`config.mk`:
```
export PLATFORM = sky130hd
export DESIGN_NAME = amp_i2c_control_diagnostics
export DESIGN_NICKNAME = d
export VERILOG_FILES = /design/src/hdl/amp_ctrl_pkg.sv /design/src/hdl/amp_i2c_control_diagnostics.sv
export VERILOG_INCLUDE_DIRS = /design/src /design/src/hdl
export SDC_FILE = /design/constraint.sdc
export NUM_CORES = 1
export LEC_CHECK = 0
export BUFFER_PORTS_ARGS = -buffer_cell sky130_fd_sc_hd__buf_2
export CAP_MARGIN = 20
export CORE_MARGIN = 3
export CORE_UTILIZATION = 36
export CTS_BUF_LIST = sky130_fd_sc_hd__clkbuf_8
export DETAILED_ROUTE_END_ITERATION = 10
export SETUP_SLACK_MARGIN = 0.2
export SYNTH_ARGS = -nofsm -noshare
export SYNTH_HDL_FRONTEND = slang
export SYNTH_SLANG_ARGS = --single-unit
```
`constraint.sdc`:
```
create_clock -name core_clk -period 3.82 [get_ports core_clk]
set_clock_uncertainty 0.15 [all_clocks]
set_input_delay 0.382 -clock core_clk [delete_from_list [all_inputs] [get_ports core_clk]]
set_output_delay 0.382 -clock core_clk [all_outputs]
set_load 0.01 [all_outputs]
```
`src/hdl/amp_ctrl_defs.svh`:
```
`ifndef AMP_CTRL_DEFS_SVH
`define AMP_CTRL_DEFS_SVH

// ----------------------------------------------------------------
// Link address and framing
// ----------------------------------------------------------------
`define ADDR_BYTE 8'hD8
`define DIR_BIT 0
`define BITS_PER_BYTE 4'h8
`define DIAG_BYTES 2'h3
`define SYNC_STAGES 2

// ----------------------------------------------------------------
// Control byte one fields
// ----------------------------------------------------------------
`define C1_DIAG_REPEAT 7
`define C1_DIAG_EN 6
`define C1_OFFSET_EN 5
`define C1_FRONT_GAIN 4
`define C1_REAR_GAIN 3
`define C1_FRONT_UNMUTE 2
`define C1_REAR_UNMUTE 1
`define C1_CLIP_THRESH 0
`define CTRL1_RESET 8'h00

// ----------------------------------------------------------------
// Control byte two fields
// ----------------------------------------------------------------
`define C2_CUR_THRESH 7
`define C2_FAST_MUTE 6
`define C2_DET_SELECT 5
`define C2_RUN 4
`define C2_LINE_MODE 3
`define C2_CUR_EN 2
`define C2_FRONT_LOWQ 1
`define C2_REAR_LOWQ 0
`define CTRL2_RESET 8'h00

// ----------------------------------------------------------------
// Diagnostic byte fields
// ----------------------------------------------------------------
`define D_TOP 7
`define D_NEXT 6
`define D_CURRENT 5
`define D_PERMANENT 4
`define D_SHORT_LOAD 3
`define D_OPEN_OFFSET 2
`define D_SHORT_VCC 1
`define D_SHORT_GND 0

`endif

```
`src/hdl/amp_ctrl_pkg.sv`:
```
package amp_ctrl_pkg;

    // Link sequencer states, Gray coded along the usual path
    typedef enum logic [2:0] {
        ST_IDLE = 3'h0,
        ST_ADDR = 3'h1,
        ST_ADDR_ACK = 3'h3,
        ST_WR_BYTE = 3'h2,
        ST_WR_ACK = 3'h6,
        ST_RD_BYTE = 3'h7,
        ST_RD_ACK = 3'h5
    } link_state_e;

    typedef logic [7:0] byte_t;
    typedef logic [5:0] chan_field_t;

endpackage

```
`src/hdl/amp_i2c_control_diagnostics.sv`:
```
// Summary of operation
// - Answer only address bytes D8 (write) and D9 (read) hex
// - Direction bit: 0 writes, 1 reads
// - Read returns four diagnostic bytes, channel one first
// - Byte one D6 diag enable, D7 repeat
// - Byte one D5 enables offset detection
// - Byte one D4/D3 gain, 1 means 12dB
// - D2/D1 unmute pairs, D0 clip threshold
// - Byte two D7 selects 300 mA threshold
// - Byte two D6 turns fast mute on
// - Byte two D5 picks shared detector source
// - Byte two D4 low holds standby
// - Byte two D3 selects line-driver diagnostics
// - Byte two D2 enables current detection
// - Byte two D1/D0 low quiescent modes
// - Channel one D7 shows thermal warning
// - Channel one D6 shows diagnosis finished
// - D5 flags open load by current
// - D4 tells turn-on from permanent diagnosis
// - D3 short load, D2 open/offset
// - D1 short to supply, D0 ground
// - Ground plus supply short reported once only in permanent diagnosis
// - Offset indication added in permanent diagnosis
// - Bytes two to four repeat channel fields
// - Byte three mirrors standby and diag enable
// - Current flag valid only when enabled
`timescale 1ns/1ps
`include "amp_ctrl_defs.svh"

module amp_i2c_control_diagnostics
    import amp_ctrl_pkg::*;
(
    input wire logic core_clk, // 50 MHz system clock
    input wire logic sys_rst, // Async reset, active high
    input wire logic scl_in, // Serial clock pin level
    input wire logic sda_in, // Serial data pin level
    output logic sda_out, // Serial data drive value
    output logic sda_oe_n, // Low while pulling data low
    input wire logic thermal_warn, // Die near shutdown
    input wire logic diag_done, // Diagnostic cycle finished
    input wire logic clip_det, // Clip comparator
    input wire logic offset_det, // Offset comparator
    input wire logic [3:0] perm_diag, // Permanent diagnosis active
    input wire logic [3:0] cur_open, // Peak current below limit
    input wire logic [3:0] short_load, // Output to output short
    input wire logic [3:0] open_load, // Turn-on open load
    input wire logic [3:0] out_offset, // Output offset seen
    input wire logic [3:0] short_vcc, // Output shorted to supply
    input wire logic [3:0] short_gnd, // Output shorted to ground
    output logic diag_repeat, // Turn-on diag repeat timing
    output logic diag_cycle_en, // Turn-on diag enabled
    output logic offset_det_en, // Offset detection enabled
    output logic front_gain_low, // Front gain 12dB
    output logic rear_gain_low, // Rear gain 12dB
    output logic front_unmute, // Front pair unmuted
    output logic rear_unmute, // Rear pair unmuted
    output logic clip_thresh_high, // Clip threshold 10%
    output logic cur_thresh_low, // Current threshold 300 mA
    output logic fast_mute, // Fast mute on
    output logic det_sel_offset, // Shared output shows offset
    output logic amp_run, // Out of standby
    output logic line_mode_diag, // Line-driver diagnostics
    output logic cur_det_en, // Current detection enabled
    output logic front_low_iq, // Front low quiescent mode
    output logic rear_low_iq, // Rear low quiescent mode
    output logic shared_detector_output // Clip or offset indication
);

    // ----------------------------------------------------------------
    // Input synchronisers
    // ----------------------------------------------------------------
    localparam int SW = 34;
    logic [SW-1:0] async_in;
    logic [SW-1:0] meta_reg;
    logic [SW-1:0] sync_reg;
    logic scl_d_reg;
    logic sda_d_reg;

    assign async_in = {scl_in, sda_in, thermal_warn, diag_done, clip_det,
        offset_det, perm_diag, cur_open, short_load, open_load, out_offset,
        short_vcc, short_gnd};

    // Two stages on every pin; only the second stage is read.
    // Bus lines clear to their idle high so no false edge follows reset
    always_ff @(posedge core_clk or posedge sys_rst) begin
        if (sys_rst) begin
            meta_reg <= {2'h3, 32'h0};
            sync_reg <= {2'h3, 32'h0};
        end else begin
            meta_reg <= async_in;
            sync_reg <= meta_reg;
        end
    end

    wire scl_s = sync_reg[33];
    wire sda_s = sync_reg[32];
    wire therm_s = sync_reg[31];
    wire done_s = sync_reg[30];
    wire clip_s = sync_reg[29];
    wire offs_s = sync_reg[28];
    wire [3:0] perm_s = sync_reg[27:24];
    wire [3:0] cur_s = sync_reg[23:20];
    wire [3:0] sload_s = sync_reg[19:16];
    wire [3:0] open_s = sync_reg[15:12];
    wire [3:0] offc_s = sync_reg[11:8];
    wire [3:0] vcc_s = sync_reg[7:4];
    wire [3:0] gnd_s = sync_reg[3:0];

    // Delayed copies for edge finding on the synchronised lines
    always_ff @(posedge core_clk or posedge sys_rst) begin
        if (sys_rst) begin
            scl_d_reg <= 1'b1;
            sda_d_reg <= 1'b1;
        end else begin
            scl_d_reg <= scl_s;
            sda_d_reg <= sda_s;
        end
    end

    wire scl_rise = scl_s & ~scl_d_reg;
    wire scl_fall = ~scl_s & scl_d_reg;
    wire start_cond = scl_s & scl_d_reg & ~sda_s & sda_d_reg;
    wire stop_cond = scl_s & scl_d_reg & sda_s & ~sda_d_reg;

    // ----------------------------------------------------------------
    // Control bytes
    // ----------------------------------------------------------------
    byte_t ctrl1_reg;
    byte_t ctrl2_reg;

    assign diag_repeat = ctrl1_reg[`C1_DIAG_REPEAT];
    assign diag_cycle_en = ctrl1_reg[`C1_DIAG_EN];
    assign offset_det_en = ctrl1_reg[`C1_OFFSET_EN];
    assign front_gain_low = ctrl1_reg[`C1_FRONT_GAIN];
    assign rear_gain_low = ctrl1_reg[`C1_REAR_GAIN];
    assign front_unmute = ctrl1_reg[`C1_FRONT_UNMUTE];
    assign rear_unmute = ctrl1_reg[`C1_REAR_UNMUTE];
    assign clip_thresh_high = ctrl1_reg[`C1_CLIP_THRESH];
    assign cur_thresh_low = ctrl2_reg[`C2_CUR_THRESH];
    assign fast_mute = ctrl2_reg[`C2_FAST_MUTE];
    assign det_sel_offset = ctrl2_reg[`C2_DET_SELECT];
    assign amp_run = ctrl2_reg[`C2_RUN];
    assign line_mode_diag = ctrl2_reg[`C2_LINE_MODE];
    assign cur_det_en = ctrl2_reg[`C2_CUR_EN];
    assign front_low_iq = ctrl2_reg[`C2_FRONT_LOWQ];
    assign rear_low_iq = ctrl2_reg[`C2_REAR_LOWQ];

    // Shared detector pin, registered so the pin never glitches
    logic det_out_reg;
    always_ff @(posedge core_clk or posedge sys_rst) begin
        if (sys_rst) begin
            det_out_reg <= 1'b0;
        end else begin
            det_out_reg <= det_sel_offset ? offs_s : clip_s;
        end
    end
    assign shared_detector_output = det_out_reg;

    // ----------------------------------------------------------------
    // Diagnostic bytes
    // ----------------------------------------------------------------
    // Builds the six per-channel fields; shared by all four channels
    function automatic chan_field_t chan_field(
        input logic perm, input logic cur, input logic sload,
        input logic open, input logic offs, input logic vcc,
        input logic gnd, input logic cur_en, input logic offs_en,
        input logic seen
    );
        chan_field_t f;
        logic both;
        f = '0;
        both = perm & gnd & vcc;
        f[`D_CURRENT] = cur & cur_en;
        f[`D_PERMANENT] = perm;
        f[`D_SHORT_LOAD] = sload;
        // Turn-on reports open load; permanent adds offset when enabled
        f[`D_OPEN_OFFSET] = perm ? (offs & offs_en) : open;
        // In permanent diagnosis a ground plus supply short shows once as ground, then vanishes
        f[`D_SHORT_VCC] = vcc & ~both;
        f[`D_SHORT_GND] = both ? ~seen : gnd;
        return f;
    endfunction

    logic [3:0] seen_reg;
    logic [3:0] combined;
    chan_field_t fields [4];
    byte_t diag_bytes [4];

    genvar ch;
    generate
        for (ch = 0; ch < 4; ch++) begin : g_chan
            assign combined[ch] = perm_s[ch] & gnd_s[ch] & vcc_s[ch];
            assign fields[ch] = chan_field(perm_s[ch], cur_s[ch],
                sload_s[ch], open_s[ch], offc_s[ch], vcc_s[ch], gnd_s[ch],
                cur_det_en, offset_det_en, seen_reg[ch]);
        end
    endgenerate

    // Top two bits differ per byte; the fourth byte reads zero there
    assign diag_bytes[0] = {therm_s, done_s & diag_cycle_en,
        fields[0]};
    assign diag_bytes[1] = {offset_det_en, cur_det_en, fields[1]};
    assign diag_bytes[2] = {amp_run, diag_cycle_en, fields[2]};
    assign diag_bytes[3] = {2'h0, fields[3]};

    // ----------------------------------------------------------------
    // Link sequencer
    // ----------------------------------------------------------------
    link_state_e state_reg;
    logic [3:0] bit_cnt_reg;
    byte_t shift_reg;
    byte_t tx_reg;
    logic [1:0] rd_idx_reg;
    logic [1:0] wr_idx_reg;
    logic nack_reg;
    logic drive_reg;

    wire byte_done = (bit_cnt_reg == `BITS_PER_BYTE);
    wire addr_hit = (shift_reg[7:1] == 7'(`ADDR_BYTE >> 1));
    wire dir_read = shift_reg[`DIR_BIT];
    wire wr_accept = (wr_idx_reg != 2'h2);
    wire byte_load = scl_fall & ((state_reg == ST_ADDR_ACK & dir_read)
        | (state_reg == ST_RD_ACK & ~nack_reg));
    wire [1:0] load_idx = (state_reg == ST_ADDR_ACK) ? 2'h0 : rd_idx_reg;

    // Main sequencer; start and stop override any state
    always_ff @(posedge core_clk or posedge sys_rst) begin
        if (sys_rst) begin
            state_reg <= ST_IDLE;
            bit_cnt_reg <= 4'h0;
            shift_reg <= 8'h00;
            tx_reg <= 8'h00;
            rd_idx_reg <= 2'h0;
            wr_idx_reg <= 2'h0;
            nack_reg <= 1'b0;
            drive_reg <= 1'b0;
            ctrl1_reg <= `CTRL1_RESET;
            ctrl2_reg <= `CTRL2_RESET;
        end else if (start_cond) begin
            state_reg <= ST_ADDR;
            bit_cnt_reg <= 4'h0;
            drive_reg <= 1'b0;
        end else if (stop_cond) begin
            state_reg <= ST_IDLE;
            drive_reg <= 1'b0;
        end else begin
            case (state_reg)
                ST_ADDR: begin
                    if (scl_rise) begin
                        shift_reg <= {shift_reg[6:0], sda_s};
                        bit_cnt_reg <= bit_cnt_reg + 4'h1;
                    end else if (scl_fall && byte_done) begin
                        // Foreign address: stay silent until next start
                        state_reg <= addr_hit ? ST_ADDR_ACK : ST_IDLE;
                        drive_reg <= addr_hit;
                    end
                end
                ST_ADDR_ACK: begin
                    if (scl_fall) begin
                        bit_cnt_reg <= 4'h0;
                        wr_idx_reg <= 2'h0;
                        if (dir_read) begin
                            state_reg <= ST_RD_BYTE;
                            drive_reg <= ~diag_bytes[load_idx][7];
                            tx_reg <= {diag_bytes[load_idx][6:0], 1'b0};
                            rd_idx_reg <= load_idx + 2'h1;
                        end else begin
                            state_reg <= ST_WR_BYTE;
                            drive_reg <= 1'b0;
                        end
                    end
                end
                ST_WR_BYTE: begin
                    if (scl_rise) begin
                        shift_reg <= {shift_reg[6:0], sda_s};
                        bit_cnt_reg <= bit_cnt_reg + 4'h1;
                    end else if (scl_fall && byte_done) begin
                        // Extra bytes past the second are refused
                        state_reg <= ST_WR_ACK;
                        drive_reg <= wr_accept;
                        if (wr_idx_reg == 2'h0) begin
                            ctrl1_reg <= shift_reg;
                        end else if (wr_idx_reg == 2'h1) begin
                            ctrl2_reg <= shift_reg;
                        end
                        if (wr_accept) begin
                            wr_idx_reg <= wr_idx_reg + 2'h1;
                        end
                    end
                end
                ST_WR_ACK: begin
                    if (scl_fall) begin
                        state_reg <= ST_WR_BYTE;
                        bit_cnt_reg <= 4'h0;
                        drive_reg <= 1'b0;
                    end
                end
                ST_RD_BYTE: begin
                    if (scl_rise) begin
                        bit_cnt_reg <= bit_cnt_reg + 4'h1;
                    end else if (scl_fall && byte_done) begin
                        state_reg <= ST_RD_ACK;
                        drive_reg <= 1'b0;
                    end else if (scl_fall) begin
                        drive_reg <= ~tx_reg[7];
                        tx_reg <= {tx_reg[6:0], 1'b0};
                    end
                end
                ST_RD_ACK: begin
                    if (scl_rise) begin
                        nack_reg <= sda_s;
                    end else if (scl_fall) begin
                        bit_cnt_reg <= 4'h0;
                        if (nack_reg) begin
                            state_reg <= ST_IDLE;
                            drive_reg <= 1'b0;
                        end else begin
                            // After the fourth byte the order wraps
                            state_reg <= ST_RD_BYTE;
                            drive_reg <= ~diag_bytes[load_idx][7];
                            tx_reg <= {diag_bytes[load_idx][6:0], 1'b0};
                            rd_idx_reg <= load_idx + 2'h1;
                        end
                    end
                end
                default: begin
                    drive_reg <= 1'b0;
                end
            endcase
        end
    end

    // Once-only memory: marked when a byte carrying it is sent,
    // forgotten when the double short goes away
    always_ff @(posedge core_clk or posedge sys_rst) begin
        if (sys_rst) begin
            seen_reg <= 4'h0;
        end else begin
            for (int i = 0; i < 4; i++) begin
                if (!combined[i]) begin
                    seen_reg[i] <= 1'b0;
                end else if (byte_load && load_idx == i[1:0]) begin
                    seen_reg[i] <= 1'b1;
                end
            end
        end
    end

    // Open-drain pin: value always low, enable carries the data
    always_ff @(posedge core_clk or posedge sys_rst) begin
        if (sys_rst) begin
            sda_out <= 1'b0;
            sda_oe_n <= 1'b1;
        end else begin
            sda_out <= 1'b0;
            sda_oe_n <= ~drive_reg;
        end
    end
endmodule // amp_i2c_control_diagnostics

```
==> load_flow_metrics.sql <==
INSERT INTO impl_metrics (metric_group, metric, value, unit) VALUES
('synth', 'synth-warning-count', '0', ''),
('synth', 'synthesis.instances', '364', ''),
('global_route', 'first_global_vias', '3193', ''),
('clocking', 'tritoncts.num_buffers', '17', ''),
('clocking', 'cts_htree_levels', '4', ''),
('placed_design', 'dp_slack', '1247', 'ps'),
('clocking', 'cts.repair_timing.setup_buffer_count', '0', ''),
('sta', 'maxSlewHeadroom', '40.00', '%'),
('clocking', 'cts_max_path_buffers', '2', ''),
('floorplan', 'floorplan.die.height', '122.2', 'um'),
('floorplan', 'rows', '41', ''),
('setup_path', 'timing.critical_path.cells', 'nand3b_4, and2_1, inv_2, and3_1, a311oi_1, o32ai_2', ''),
('sta', 'tightest_slew', '898.2', 'ps'),
('sta', 'final_worst_path_period_share', '66.99', '%'),
('clocking', 'clk_latency', '440', 'ps'),
('synth', 'synth_top_cells_by_area', 'sky130_fd_sc_hd__dfrtp_1 (58%), sky130_fd_sc_hd__mux2_2 (5.3%), sky130_fd_sc_hd__dfstp_2 (3.8%)', ''),
('route', 'route.final.wire_length', '8970', 'um'),
('sta', 'timing.final.crit_period', '2559', 'ps'),
('sta', 'timing.final.hold_violations', '0', ''),
('power', 'power_density', '428.9', 'nW/um2'),
('floorplan', 'core_area', '12930', 'um2'),
('floorplan', 'die_area', '14920', 'um2'),
('clocking', 'worst_setup_hold_path_clk_slew', '70', 'ps'),
('floorplan', 'effective_utilization_at_floorplan', '37.57', '%'),
('setup_path', 'cp_data_arrival_time', '2700', 'ps'),
('synth', 'syn_area', '4857', 'um2'),
('setup_path', 'worstPathRequired', '3960', 'ps'),
('global_route', 'groute.usage.overall', '13.39', '%'),
('synth', 'yosys_register_bits', '120', ''),
('placed_design', 'gp_routability_congestion', '0.8791', ''),
('route', 'first_pass_iters', '4', ''),
('setup_path', 'crit_path_top_delay_cell', 'sky130_fd_sc_hd__dfrtp_1', ''),
('job', 'timing.max_cap.violations', '0', ''),
('placed_design', 'portBuffers', '53', ''),
('global_route', 'maximum_number_of_pins_on_one_net_before_global_route_repair', '43', ''),
('global_route', 'grt_overflow_total', '0', ''),
('synth', 'number_of_enable_type_register_cells_in_the_synthesized_netlist', '0', ''),
('global_route', 'first_pass_grt_wire_length', '15240', 'um'),
('power', 'p_int', '1.983', 'mW'),
('setup_path', 'timing.critical_path.fanout_max', '20', ''),
('sta', 'rsz0062_at_grt', 'false', ''),
('setup_path', 'setup.worst_path.start_class', 'flop', ''),
('global_route', 'grt_antenna_before_repair', '0', ''),
('synth', 'synth_area_leader_cell', 'sky130_fd_sc_hd__dfrtp_1', ''),
('finish', 'synthToLayoutAreaGrowth', '23.21', '%'),
('clocking', 'clockRootBuffer', 'sky130_fd_sc_hd__clkbuf_8', ''),
('power', 'share_seq_of_total_power', '52.5', '%'),
('status', 'run_status', 'complete, no violations', ''),
('power', 'power_switching_share', '22.73', '%'),
('power', 'worst_ir_drop_vdd', '0.2714', 'mV'),
('finish', 'antenna_cells_inserted', '0', ''),
('route', 'detail_route.drc_violations', '0', ''),
('placed_design', 'detailedPlacementHpwl', '5895', 'um'),
('synth', 'syn_nets', '409', ''),
('sta', 'whs', '198.7', 'ps'),
('finish', 'nFillCells', '1204', ''),
('synth', 'synth-seq-area-share', '62.00', '%'),
('sta', 'setup_viol', '0', ''),
('synth', 'synthesis.area_per_instance', '13.34', 'um2'),
('floorplan', 'die_w', '122.2', 'um'),
('synth', 'postSynth.topFlopCell', 'sky130_fd_sc_hd__dfrtp_1', ''),
('route', 'route.detailed.wl_per_inst', '13.93', 'um'),
('route', 'vias_per_cell', '4.770', ''),
('sta', 'slew_violations', '0', ''),
('power', 'combinationalPowerShare', '4.7', '%'),
('setup_path', 'critPathMaxStageDelay', '800', 'ps'),
('sta', 'finalSetupTns', '0', 'ps'),
('sta', 'post-route-worst-setup-slack', '1261', 'ps'),
('floorplan', 'num_io_pins', '55', ''),
('synth', 'synth-async-reset-ratio', '100.0', '%'),
('clocking', 'cts.sink_count', '120', '');
[area by class of cell]
| type | count | area [um2] | area share, % |
|---|---|---|---|
| clock buffers | 19 | 261.5 | 4.370 |
| flip-flops and latches | 120 | 3012 | 50.32 |
| repair buffers | 90 | 630.6 | 10.54 |
| multi-input cells | 213 | 1669 | 27.89 |
| well taps | 172 | 215.2 | 3.596 |
| clock inverters | 13 | 128.9 | 2.153 |
| inverters | 17 | 67.56 | 1.129 |
[kinds of logic after synthesis]
group,synth area share (%)
xor+xnor,0.3607
simple gates,11.18
other cells,0.07721
fa+ha+maj,2.318
mux,8.887
flops,62.00
buf+inv,3.632
compound gates,11.54
[power groups by stage]
| stage | clock [mW] | sequential (mW) | combinational (mW) |
|---|---|---|---|
| 2_1_floorplan | 0 | 1.36 | 0.0661 |
| 3_3_place_gp | 0 | 1.37 | 0.0923 |
| 3_5_place_dp | 0 | 1.37 | 0.0950 |
| 4_1_cts | 1.14 | 1.35 | 0.122 |
| 5_1_grt | 1.20 | 1.35 | 0.137 |
| 6_report | 1.10 | 1.35 | 0.120 |
[worst max-delay path: cells and delay by family, from the launching register on]
family / cells / cell delay, ps
buffers and inverters: 1 / 190
and+or+nand+nor: 3 / 850
AOI/OAI and AO/OA: 2 / 430
DFF: 1 / 800
[worst paths after layout]
path,startpoint,to,slack [ps],cells after the start
worst max-delay path,state_reg[2]$_DFFE_PP0P_,tx_reg[1]$_DFFE_PP0P_,1260,6
worst min-delay path,meta_reg[1]$_DFF_PP0_,sync_reg[1]$_DFF_PP0_,200,0
worst max register to register,state_reg[2]$_DFFE_PP0P_,tx_reg[1]$_DFFE_PP0P_,1260,6
worst min register to register,meta_reg[1]$_DFF_PP0_,sync_reg[1]$_DFF_PP0_,200,0
max in group asynchronous,sys_rst,meta_reg[20]$_DFF_PP0_,2000,4
min in group asynchronous,sys_rst,sync_reg[10]$_DFF_PP0_,520,3
[timing repair]
| item | in CTS | in global routing |
|---|---|---|
| resized for setup | 0 | 0 |
| hold buffers | 35 | 0 |
| hold endpoints to repair | 67 | 0 |
[cell usage in the layout, fill, tap and decap left out, types with 3 or more instances in the layout]
cell type                         n
sky130_fd_sc_hd__a21oi_1          3
sky130_fd_sc_hd__a31oi_1         14
sky130_fd_sc_hd__and2_1           3
sky130_fd_sc_hd__and3_1           3
sky130_fd_sc_hd__buf_2           53
sky130_fd_sc_hd__clkbuf_8        19
sky130_fd_sc_hd__clkinv_2         3
sky130_fd_sc_hd__clkinvlp_4       6
sky130_fd_sc_hd__dfrtp_1        113
sky130_fd_sc_hd__dfstp_2          7
sky130_fd_sc_hd__dlygate4sd3_1   35
sky130_fd_sc_hd__ha_1             9
sky130_fd_sc_hd__inv_1           17
sky130_fd_sc_hd__mux2_1           4
sky130_fd_sc_hd__mux2_2          23
sky130_fd_sc_hd__mux2_4           3
sky130_fd_sc_hd__mux2i_1          6
sky130_fd_sc_hd__nand2_1         25
sky130_fd_sc_hd__nand2b_1         6
sky130_fd_sc_hd__nand3_1         15
sky130_fd_sc_hd__nor2_1          14
sky130_fd_sc_hd__nor2b_1          8
sky130_fd_sc_hd__o211ai_1         4
sky130_fd_sc_hd__o21ai_0         13
sky130_fd_sc_hd__o21ai_1          4
sky130_fd_sc_hd__o31ai_1          3
[per-stage QoR]
step	power (mW)	utilization (%)	cells	cell area, um2
detailed placement	1.467	40.56	577	5244
global route	2.689	46.29	644	5984
floorplan	1.426	-	364	4861
global placement	1.464	40.56	577	5244
finish	2.567	46.29	644	5984
CTS	2.608	46.29	644	5984
[per-layer routing]
metal / track usage (%) / share of wire, % / vias up
li1: - / - / 1491
met1: 15.97 / 44 / 1507
met2: 22.31 / 50 / 62
met3: 5.014 / 4.1 / 12
met4: 4.689 / 1.3 / 0
met5: 0 / 0 / -
[cell usage after synthesis, drive strengths merged, types with 6 or more instances]
master,count
nand2,26
buf,13
nor2,16
mux2i,6
nand3,17
inv,17
dfrtp,113
a31oi,14
nand2b,7
dfstp,7
nor2b,8
mux2,30
ha,9
o21ai,17
No activity file was read; power rests on OpenSTA's default activity.
